===== src/logic/mass_pkg.sv =====
package mass_pkg;

  // ---------------------------------------------------------------------------
  // Timing figures and their cycle counts
  // ---------------------------------------------------------------------------
  localparam int CLK_PERIOD_NS = 100;
  localparam int NS_PER_MS = 1000000;
  localparam int OFFSET_TO_BIAS_DELAY_MIN_MS = 1;
  localparam int OFFSET_TO_BIAS_DELAY_NOM_MS = 2;
  localparam int POWER_GOOD_HOLD_TIME_NS = 100;

  // A least time rounds up to whole cycles and never comes to less than one.
  function automatic int mass_cycles_ceil(input int timeNs);
    int cycles;
    cycles = (timeNs + CLK_PERIOD_NS - 1) / CLK_PERIOD_NS;
    return (cycles < 1) ? 1 : cycles;
  endfunction

  // The offset-to-bias wait is in milliseconds, so it runs to tens of thousands of cycles.
  localparam int OFFSET_TO_BIAS_MIN_CYCLES =
    mass_cycles_ceil(OFFSET_TO_BIAS_DELAY_MIN_MS * NS_PER_MS);
  localparam int OFFSET_TO_BIAS_NOM_CYCLES =
    mass_cycles_ceil(OFFSET_TO_BIAS_DELAY_NOM_MS * NS_PER_MS);
  localparam int POWER_GOOD_HOLD_CYCLES = mass_cycles_ceil(POWER_GOOD_HOLD_TIME_NS);

  // ---------------------------------------------------------------------------
  // Widths and reset values
  // ---------------------------------------------------------------------------
  localparam int DELAY_W = 16;
  localparam logic RST_SUPPLY_EN = 1'h0;
  localparam logic RST_LOGIC_LEVEL = 1'h0;

  // ---------------------------------------------------------------------------
  // Sequencer states
  // ---------------------------------------------------------------------------
  typedef enum logic [3:0] {
    ST_OFF,
    ST_CORE_UP,
    ST_OFFSET_UP,
    ST_BIAS_WAIT,
    ST_BIAS_UP,
    ST_GLOBAL_BIAS,
    ST_RUN,
    ST_PARK,
    ST_SUPPLY_OFF,
    ST_DISCHARGE,
    ST_EPARK,
    ST_EOFF
  } mass_state_t;

endpackage


===== src/logic/mass_supply_sequencer.sv =====
`timescale 1ns/1ps
// -----------------------------------------------------------------------------
// Mirror array supply sequencer (controller side)
// -----------------------------------------------------------------------------
module mass_supply_sequencer #(
  parameter int OFFSET_TO_BIAS_CYCLES = mass_pkg::OFFSET_TO_BIAS_NOM_CYCLES,
  parameter int OFFSET_TO_BIAS_MIN = mass_pkg::OFFSET_TO_BIAS_MIN_CYCLES,
  parameter int HOLD_CYCLES = mass_pkg::POWER_GOOD_HOLD_CYCLES
) (
  input wire logic core_clk,
  input wire logic rst_n,
  input wire logic powerUpReq,
  input wire logic powerDownReq,
  input wire logic powerLoss,
  input wire logic outputEnableResetN,
  input wire logic coreSupplyGood,
  input wire logic offsetPowerGood,
  input wire logic highSupplyDischarged,
  input wire logic parkDone,
  output logic coreSupplyEn,
  output logic interfaceSupplyEn,
  output logic offsetSupplyEn,
  output logic biasSupplyEn,
  output logic mirrorResetSupplyEn,
  output logic logicInputEn,
  output logic powerDownN,
  output logic parkDoneOutputEnableN,
  output logic globalBiasCmd,
  output logic parkReq,
  output logic emergencyActive,
  output logic seqIdle
);
  import mass_pkg::*;

  mass_state_t seqState_reg;
  mass_state_t seqState_next;
  logic timerStart;
  logic [DELAY_W-1:0] timerLoad;
  logic timerExpired;
  logic parkSeen_reg;
  logic [DELAY_W-1:0] offsetGoodCount_reg;

  // ---------------------------------------------------------------------------
  // State helpers
  // ---------------------------------------------------------------------------
  function automatic logic mass_offset_on(input mass_state_t s);
    return (s == ST_OFFSET_UP) || (s == ST_BIAS_WAIT) || (s == ST_BIAS_UP) ||
           (s == ST_GLOBAL_BIAS) || (s == ST_RUN) || (s == ST_PARK) ||
           (s == ST_EPARK) || (s == ST_EOFF);
  endfunction

  function automatic logic mass_bias_on(input mass_state_t s);
    return (s == ST_BIAS_UP) || (s == ST_GLOBAL_BIAS) || (s == ST_RUN) || (s == ST_PARK);
  endfunction

  // ---------------------------------------------------------------------------
  // Sequencing state machine
  // ---------------------------------------------------------------------------
  // Next state; power loss outranks every other request once offset is applied.
  always_comb begin
    seqState_next = seqState_reg;
    case (seqState_reg)
      ST_OFF: begin
        seqState_next = (powerUpReq && outputEnableResetN) ? ST_CORE_UP : ST_OFF;
      end
      ST_CORE_UP: begin
        if (powerLoss || powerDownReq) begin
          seqState_next = ST_OFF;
        end else if (coreSupplyGood) begin
          seqState_next = ST_OFFSET_UP;
        end
      end
      ST_OFFSET_UP: begin
        if (powerLoss) begin
          seqState_next = ST_EPARK;
        end else if (offsetPowerGood) begin
          seqState_next = ST_BIAS_WAIT;
        end
      end
      ST_BIAS_WAIT: begin
        if (powerLoss) begin
          seqState_next = ST_EPARK;
        end else if (!offsetPowerGood) begin
          seqState_next = ST_OFFSET_UP; // Restart the wait if offset sags.
        end else if (timerExpired) begin
          seqState_next = ST_BIAS_UP;
        end
      end
      ST_BIAS_UP: begin
        seqState_next = powerLoss ? ST_EPARK : ST_GLOBAL_BIAS;
      end
      ST_GLOBAL_BIAS: begin
        seqState_next = powerLoss ? ST_EPARK : ST_RUN;
      end
      ST_RUN: begin
        if (powerLoss) begin
          seqState_next = ST_EPARK;
        end else if (powerDownReq) begin
          seqState_next = ST_PARK;
        end
      end
      ST_PARK: begin
        if (powerLoss) begin
          seqState_next = ST_EPARK;
        end else if (parkDone) begin
          seqState_next = ST_SUPPLY_OFF;
        end
      end
      ST_SUPPLY_OFF: begin
        seqState_next = timerExpired ? ST_DISCHARGE : ST_SUPPLY_OFF;
      end
      ST_DISCHARGE: begin
        seqState_next = highSupplyDischarged ? ST_OFF : ST_DISCHARGE;
      end
      ST_EPARK: begin
        seqState_next = parkDone ? ST_EOFF : ST_EPARK;
      end
      ST_EOFF: begin
        seqState_next = ST_DISCHARGE;
      end
      default: begin
        seqState_next = ST_OFF;
      end
    endcase
  end

  // State register.
  always_ff @(posedge core_clk or negedge rst_n) begin
    if (!rst_n) begin
      seqState_reg <= ST_OFF;
    end else begin
      seqState_reg <= seqState_next;
    end
  end

  // ---------------------------------------------------------------------------
  // Delay timing
  // ---------------------------------------------------------------------------
  // One timer serves both waits because they never overlap in the sequence.
  assign timerStart = ((seqState_next == ST_BIAS_WAIT) && (seqState_reg != ST_BIAS_WAIT)) ||
                      ((seqState_next == ST_SUPPLY_OFF) && (seqState_reg != ST_SUPPLY_OFF));
  assign timerLoad = (seqState_next == ST_BIAS_WAIT) ? DELAY_W'(OFFSET_TO_BIAS_CYCLES) :
                     DELAY_W'(HOLD_CYCLES);

  mass_delay_timer #(
    .WIDTH(DELAY_W)
  ) u_delayTimer (
    .core_clk(core_clk),
    .rst_n(rst_n),
    .startPulse(timerStart),
    .loadCount(timerLoad),
    .expired(timerExpired)
  );

  // ---------------------------------------------------------------------------
  // Supply enables
  // ---------------------------------------------------------------------------
  // Enables follow the next state so each output comes straight from a flop.
  always_ff @(posedge core_clk or negedge rst_n) begin
    if (!rst_n) begin
      coreSupplyEn <= RST_SUPPLY_EN;
      interfaceSupplyEn <= RST_SUPPLY_EN;
      offsetSupplyEn <= RST_SUPPLY_EN;
      biasSupplyEn <= RST_SUPPLY_EN;
      mirrorResetSupplyEn <= RST_SUPPLY_EN;
    end else begin
      coreSupplyEn <= (seqState_next != ST_OFF);
      interfaceSupplyEn <= (seqState_next != ST_OFF);
      offsetSupplyEn <= mass_offset_on(seqState_next);
      // Bias and mirror-reset share one decision; no ordering is needed between them.
      biasSupplyEn <= mass_bias_on(seqState_next) ||
                      (biasSupplyEn && ((seqState_next == ST_EPARK) ||
                                        (seqState_next == ST_EOFF)));
      mirrorResetSupplyEn <= mass_bias_on(seqState_next) ||
                             (mirrorResetSupplyEn && ((seqState_next == ST_EPARK) ||
                                                      (seqState_next == ST_EOFF)));
    end
  end

  // ---------------------------------------------------------------------------
  // Device logic-level pins
  // ---------------------------------------------------------------------------
  // All logic pins stay low until the core rails are known good, which guards
  // against back-powering the device through its inputs.
  always_ff @(posedge core_clk or negedge rst_n) begin
    if (!rst_n) begin
      logicInputEn <= RST_LOGIC_LEVEL;
      powerDownN <= RST_LOGIC_LEVEL;
      parkDoneOutputEnableN <= RST_LOGIC_LEVEL;
    end else begin
      logicInputEn <= (seqState_next != ST_OFF) && (seqState_next != ST_CORE_UP);
      powerDownN <= mass_offset_on(seqState_next) && (seqState_next != ST_EOFF);
      // Output enable is low while mirrors are live and until core supplies are good; it is high during the
      // emergency cycle that precedes the offset drop.
      parkDoneOutputEnableN <= (seqState_next != ST_OFF) && (seqState_next != ST_CORE_UP) &&
                               (seqState_next != ST_RUN) && (seqState_next != ST_PARK) &&
                               (seqState_next != ST_EPARK);
    end
  end

  // ---------------------------------------------------------------------------
  // Commands and status
  // ---------------------------------------------------------------------------
  // Global bias is a single-cycle pulse; parking is a level held until done.
  always_ff @(posedge core_clk or negedge rst_n) begin
    if (!rst_n) begin
      globalBiasCmd <= 1'h0;
      parkReq <= 1'h0;
      emergencyActive <= 1'h0;
      seqIdle <= 1'h1;
    end else begin
      globalBiasCmd <= (seqState_next == ST_GLOBAL_BIAS);
      parkReq <= (seqState_next == ST_PARK) || (seqState_next == ST_EPARK);
      if (seqState_next == ST_EPARK) begin
        emergencyActive <= 1'h1;
      end else if (seqState_next == ST_OFF) begin
        emergencyActive <= 1'h0;
      end
      seqIdle <= (seqState_next == ST_OFF);
    end
  end

  // ---------------------------------------------------------------------------
  // Checking helpers
  // ---------------------------------------------------------------------------
  // Remembers that an orderly park completed before power-down.
  always_ff @(posedge core_clk or negedge rst_n) begin
    if (!rst_n) begin
      parkSeen_reg <= 1'h0;
    end else if ((seqState_reg == ST_PARK) && parkDone) begin
      parkSeen_reg <= 1'h1;
    end else if (seqState_next == ST_OFF) begin
      parkSeen_reg <= 1'h0;
    end
  end

  // Counts cycles of good offset with its enable on, saturating at full scale.
  always_ff @(posedge core_clk or negedge rst_n) begin
    if (!rst_n) begin
      offsetGoodCount_reg <= '0;
    end else if (!offsetSupplyEn || !offsetPowerGood) begin
      offsetGoodCount_reg <= '0;
    end else if (offsetGoodCount_reg != {DELAY_W{1'b1}}) begin
      offsetGoodCount_reg <= offsetGoodCount_reg + {{(DELAY_W-1){1'b0}}, 1'b1};
    end
  end
endmodule // mass_supply_sequencer


===== src/logic/mass_delay_timer.sv =====
`timescale 1ns/1ps
// -----------------------------------------------------------------------------
// Down-counting delay timer
// -----------------------------------------------------------------------------
module mass_delay_timer #(
  parameter int WIDTH = mass_pkg::DELAY_W
) (
  input wire logic core_clk,
  input wire logic rst_n,
  input wire logic startPulse,
  input wire logic [WIDTH-1:0] loadCount,
  output logic expired
);

  logic [WIDTH-1:0] count_reg;
  logic running_reg;

  // Expired rises loadCount cycles after the start edge and holds until restarted.
  always_ff @(posedge core_clk or negedge rst_n) begin
    if (!rst_n) begin
      count_reg <= '0;
      running_reg <= 1'h0;
      expired <= 1'h0;
    end else if (startPulse) begin
      count_reg <= loadCount;
      running_reg <= 1'h1;
      expired <= 1'h0;
    end else if (running_reg) begin
      if (count_reg <= {{(WIDTH-1){1'b0}}, 1'b1}) begin
        running_reg <= 1'h0;
        expired <= 1'h1;
      end else begin
        count_reg <= count_reg - {{(WIDTH-1){1'b0}}, 1'b1};
      end
    end
  end

endmodule // mass_delay_timer


===== config.mk =====
export PLATFORM = sky130hd
export DESIGN_NAME = mass_supply_sequencer
export DESIGN_NICKNAME = d
export VERILOG_FILES = /design/src/logic/mass_pkg.sv /design/src/logic/mass_supply_sequencer.sv /design/src/logic/mass_delay_timer.sv
export SDC_FILE = /design/constraint.sdc
export NUM_CORES = 1
export LEC_CHECK = 0
export ABC_CLOCK_PERIOD_IN_PS = 5200
export BUFFER_PORTS_ARGS = -buffer_cell sky130_fd_sc_hd__buf_2
export CELL_PAD_IN_SITES_DETAIL_PLACEMENT = 0
export CELL_PAD_IN_SITES_GLOBAL_PLACEMENT = 1
export CORE_ASPECT_RATIO = 1.5
export CORE_UTILIZATION = 48
export CTS_CLUSTER_SIZE = 30
export DETAILED_ROUTE_END_ITERATION = 16
export GPL_TIMING_DRIVEN = 0
export HOLD_SLACK_MARGIN = 0.1
export MAX_ROUTING_LAYER = met4
export PLACE_DENSITY = 0.84
export SYNTH_ARGS = -nofsm -noshare
export SYNTH_HDL_FRONTEND = slang
export SYNTH_SLANG_ARGS = --single-unit

===== constraint.sdc =====
create_clock -name core_clk -period 5.2 [get_ports core_clk]
set_input_delay 0.78 -clock core_clk [delete_from_list [all_inputs] [get_ports core_clk]]
set_output_delay 0.78 -clock core_clk [all_outputs]
set_load 0.01 [all_outputs]

==> flow_summary.toml <==
[pwr]
ir_drop_mv = 0.347
power_frac_seq_pct = 35.3
clockPowerShare_pct = 19.7
pwr-share-comb_pct = 45.0
p_sw_share_pct = 40.0
total_power_mw = 1.23
p_leak_nw = 0.985
p_int_uw = 738
powerDensity_nw_per_um2 = 574
p_sw_uw = 491

[synth]
synth_area_sq_um = 1870
syn_inst = 195
syn_avg_cell_area_sq_um = 9.61
synthFlopType = "dfrtp_1"
ys_async_sr_fraction_pct = 100
synth_edf_count = 0
synth_nets = 207
yosys_warnings = 0
synth-seq-area-share_pct = 44.1
synth_cell_types = 51
ys_ff_latch = 33

[global_route]
antenna_found_initial = 0
grt_max_degree = 34
grt_pass1_wl_um = 6910
grt_pass1_vias = 1572
groute.usage.overall_pct = 23.2
grt_overflow = 0

[die]
rows = 27
initial_core_util_pct = 50.4
core_sq_um = 3720
die_y_um = 78.5
io_pins = 22
die-area_sq_um = 4160
dieWidth_um = 53.0

[timing]
finalSetupViolations = 0
min_period_over_period_pct = 47.0
tns_ns = 0
slew_headroom_pct = 52.0
max_clock_freq_mhz = 409
final-max-slew-violation-count = 0
hold_violations = 0
fin_skew_ns = 0.00394
tightest_slew_ns = 0.720
fin_crit_ns = 2.45
rsz0062_at_grt = "no"

[worst_setup_path]
start_kind = "input port"
critPathTopFamily = "simple AND/OR/NAND/NOR gates"
crit_top_cell = "buf_6"
required_ns = 5.34
worst_setup_path_end_kind = "flop"
startpoint = "powerLoss"
crit_path_cell_trace = "buf_6 > nor2b_1 > a2111o_1 > o2111a_2 > inv_2 > nor4_4 > buf_6 > nor3_1"
critPathBufInv = 3
timing.rr.start = "seqState_reg[1]"
crit_type = "input port to flop"
cp_max_fo = 10
cp.arrival_ns = 2.59
crit_slowest_cell = "nor4_4"
cp_slowest_stage_delay_ns = 0.55

[clock_tree]
cts_max_level = 2
ctsResizeCount = 0
holdBufCountCts = 0
clock-root-buffer = "clkbuf_8"
cts_setup_buffers = 0
clockBufferDepth = 2
insertion_delay_ns = 0.28
cts_made_buffers = 5
cts.clk_slew.worst_paths_ns = 0.07
clock-sinks = 33
cts_tree = "yes"

[route]
viasPerCell = 5.69
wl_met3_um = 74
first_pass_iters = 4
avgRoutedWirePerCell_um = 15.5
wl_met2_um = 2340
num_vias = 1513
ant_nets = 0
routed_wl_um = 4120
route.detailed.drc = 0
highest_layer = "met4"
drt-met1-wl_um = 1630
dr.first_iter.drc_count = 33

[final_layout]
nNetsFinal = 234
antenna_cells = 0
syn_to_final_growth_pct = 14.4
final_util_pct = 57.7
drive_gt1_share_pct = 25.1
final_cell_mix = "dfrtp_1 (32), buf_2 (23), nor2_1 (20), nor3_1 (20), a21oi_1 (14)"
largest_reg_flops = 16
final_common_cell = "dfrtp_1"

[placement]
gp_congestion = 0.893
dp_hpwl_um = 3090
io_buffers = 20

[run]
drv_cap = 0

[hold_path]
min_from = "biasSupplyEn"
hp-class = "flop to flop"

[status]
outcome = "finished clean"
## synthesized netlist by cell type, drive strengths merged, types with 4 or more instances
library cell	instances	area [sq um]
a21o	4	30.0
a21oi	15	78.8
buf	6	45.0
dfrtp	32	801
inv	7	26.3
nand2	8	30.0
nand2b	6	37.5
nand3	7	35.0
nor2	20	75.1
nor3	24	140
o21ai	9	52.6
or3	5	41.3
xnor2	4	35.0
xor2	5	43.8
## worst reg2reg max path, cell delays in order, from the launching register on
cell	delay [ns]
dfrtp_1	0.40
buf_2	0.24
inv_1	0.14
o2111ai_1	0.28
o211ai_2	0.25
nor4_4	0.62
buf_6	0.23
nor3_1	0.07
## worst paths after layout
kind | to | slack [ns] | cells after the start
worst max-delay path | u_delayTimer.count_reg[7] | 2.75 | 8
worst min-delay path | biasSupplyEn | 0.49 | 1
worst max register to register | u_delayTimer.count_reg[7] | 2.82 | 7
worst min register to register | biasSupplyEn | 0.49 | 1
max in group asynchronous | u_delayTimer.count_reg[15] | 4.19 | 1
min in group asynchronous | u_delayTimer.count_reg[6] | 0.55 | 1
## cell type report
class	instances	area [sq um]
Buffer	8	52.6
Clock buffer	5	68.8
Clock inverter	3	46.3
Fill cell	352	1570
Inverter	7	26.3
Multi-Input combinational cell	147	968
Sequential cell	33	827
Tap cell	43	53.8
Timing Repair Buffer	20	100
## routing by layer
layer | track usage (%) | vias to the layer above
met5 | - | -
met4 | 7.89 | 0
li1 | - | 755
met3 | 3.49 | 8
met1 | 23.9 | 732
met2 | 42.7 | 18
## metrics by stage
step           hold WS, ns  instances  setup WS (ns)  instance area [sq um]
3_5_place_dp         0.477        258           2.43                   2030
5_1_grt              0.513        266           2.61                   2140
3_3_place_gp         0.462        258           2.48                   2030
6_report             0.488        266           2.75                   2140
4_1_cts              0.501        266           2.73                   2140
2_1_floorplan        0.484        195           2.81                   1870
## power groups by stage
stage | Sequential (mW) | Combinational (mW) | Clock (mW)
after floorplan | 0.432 | 0.423 | 0
after global placement | 0.433 | 0.539 | 0
after detailed placement | 0.439 | 0.552 | 0
after CTS | 0.435 | 0.556 | 0.247
after global routing | 0.448 | 0.620 | 0.259
final | 0.434 | 0.553 | 0.242
## cells by family after synthesis
kind of cell,share of synthesized area [%]
compound gates,16.1
xor+xnor,4.21
fa+ha+maj,1.33
buf+inv,4.21
flops,44.1
mux,2.40
simple gates,27.6
Note: power is estimated with default switching activity, not from simulation.
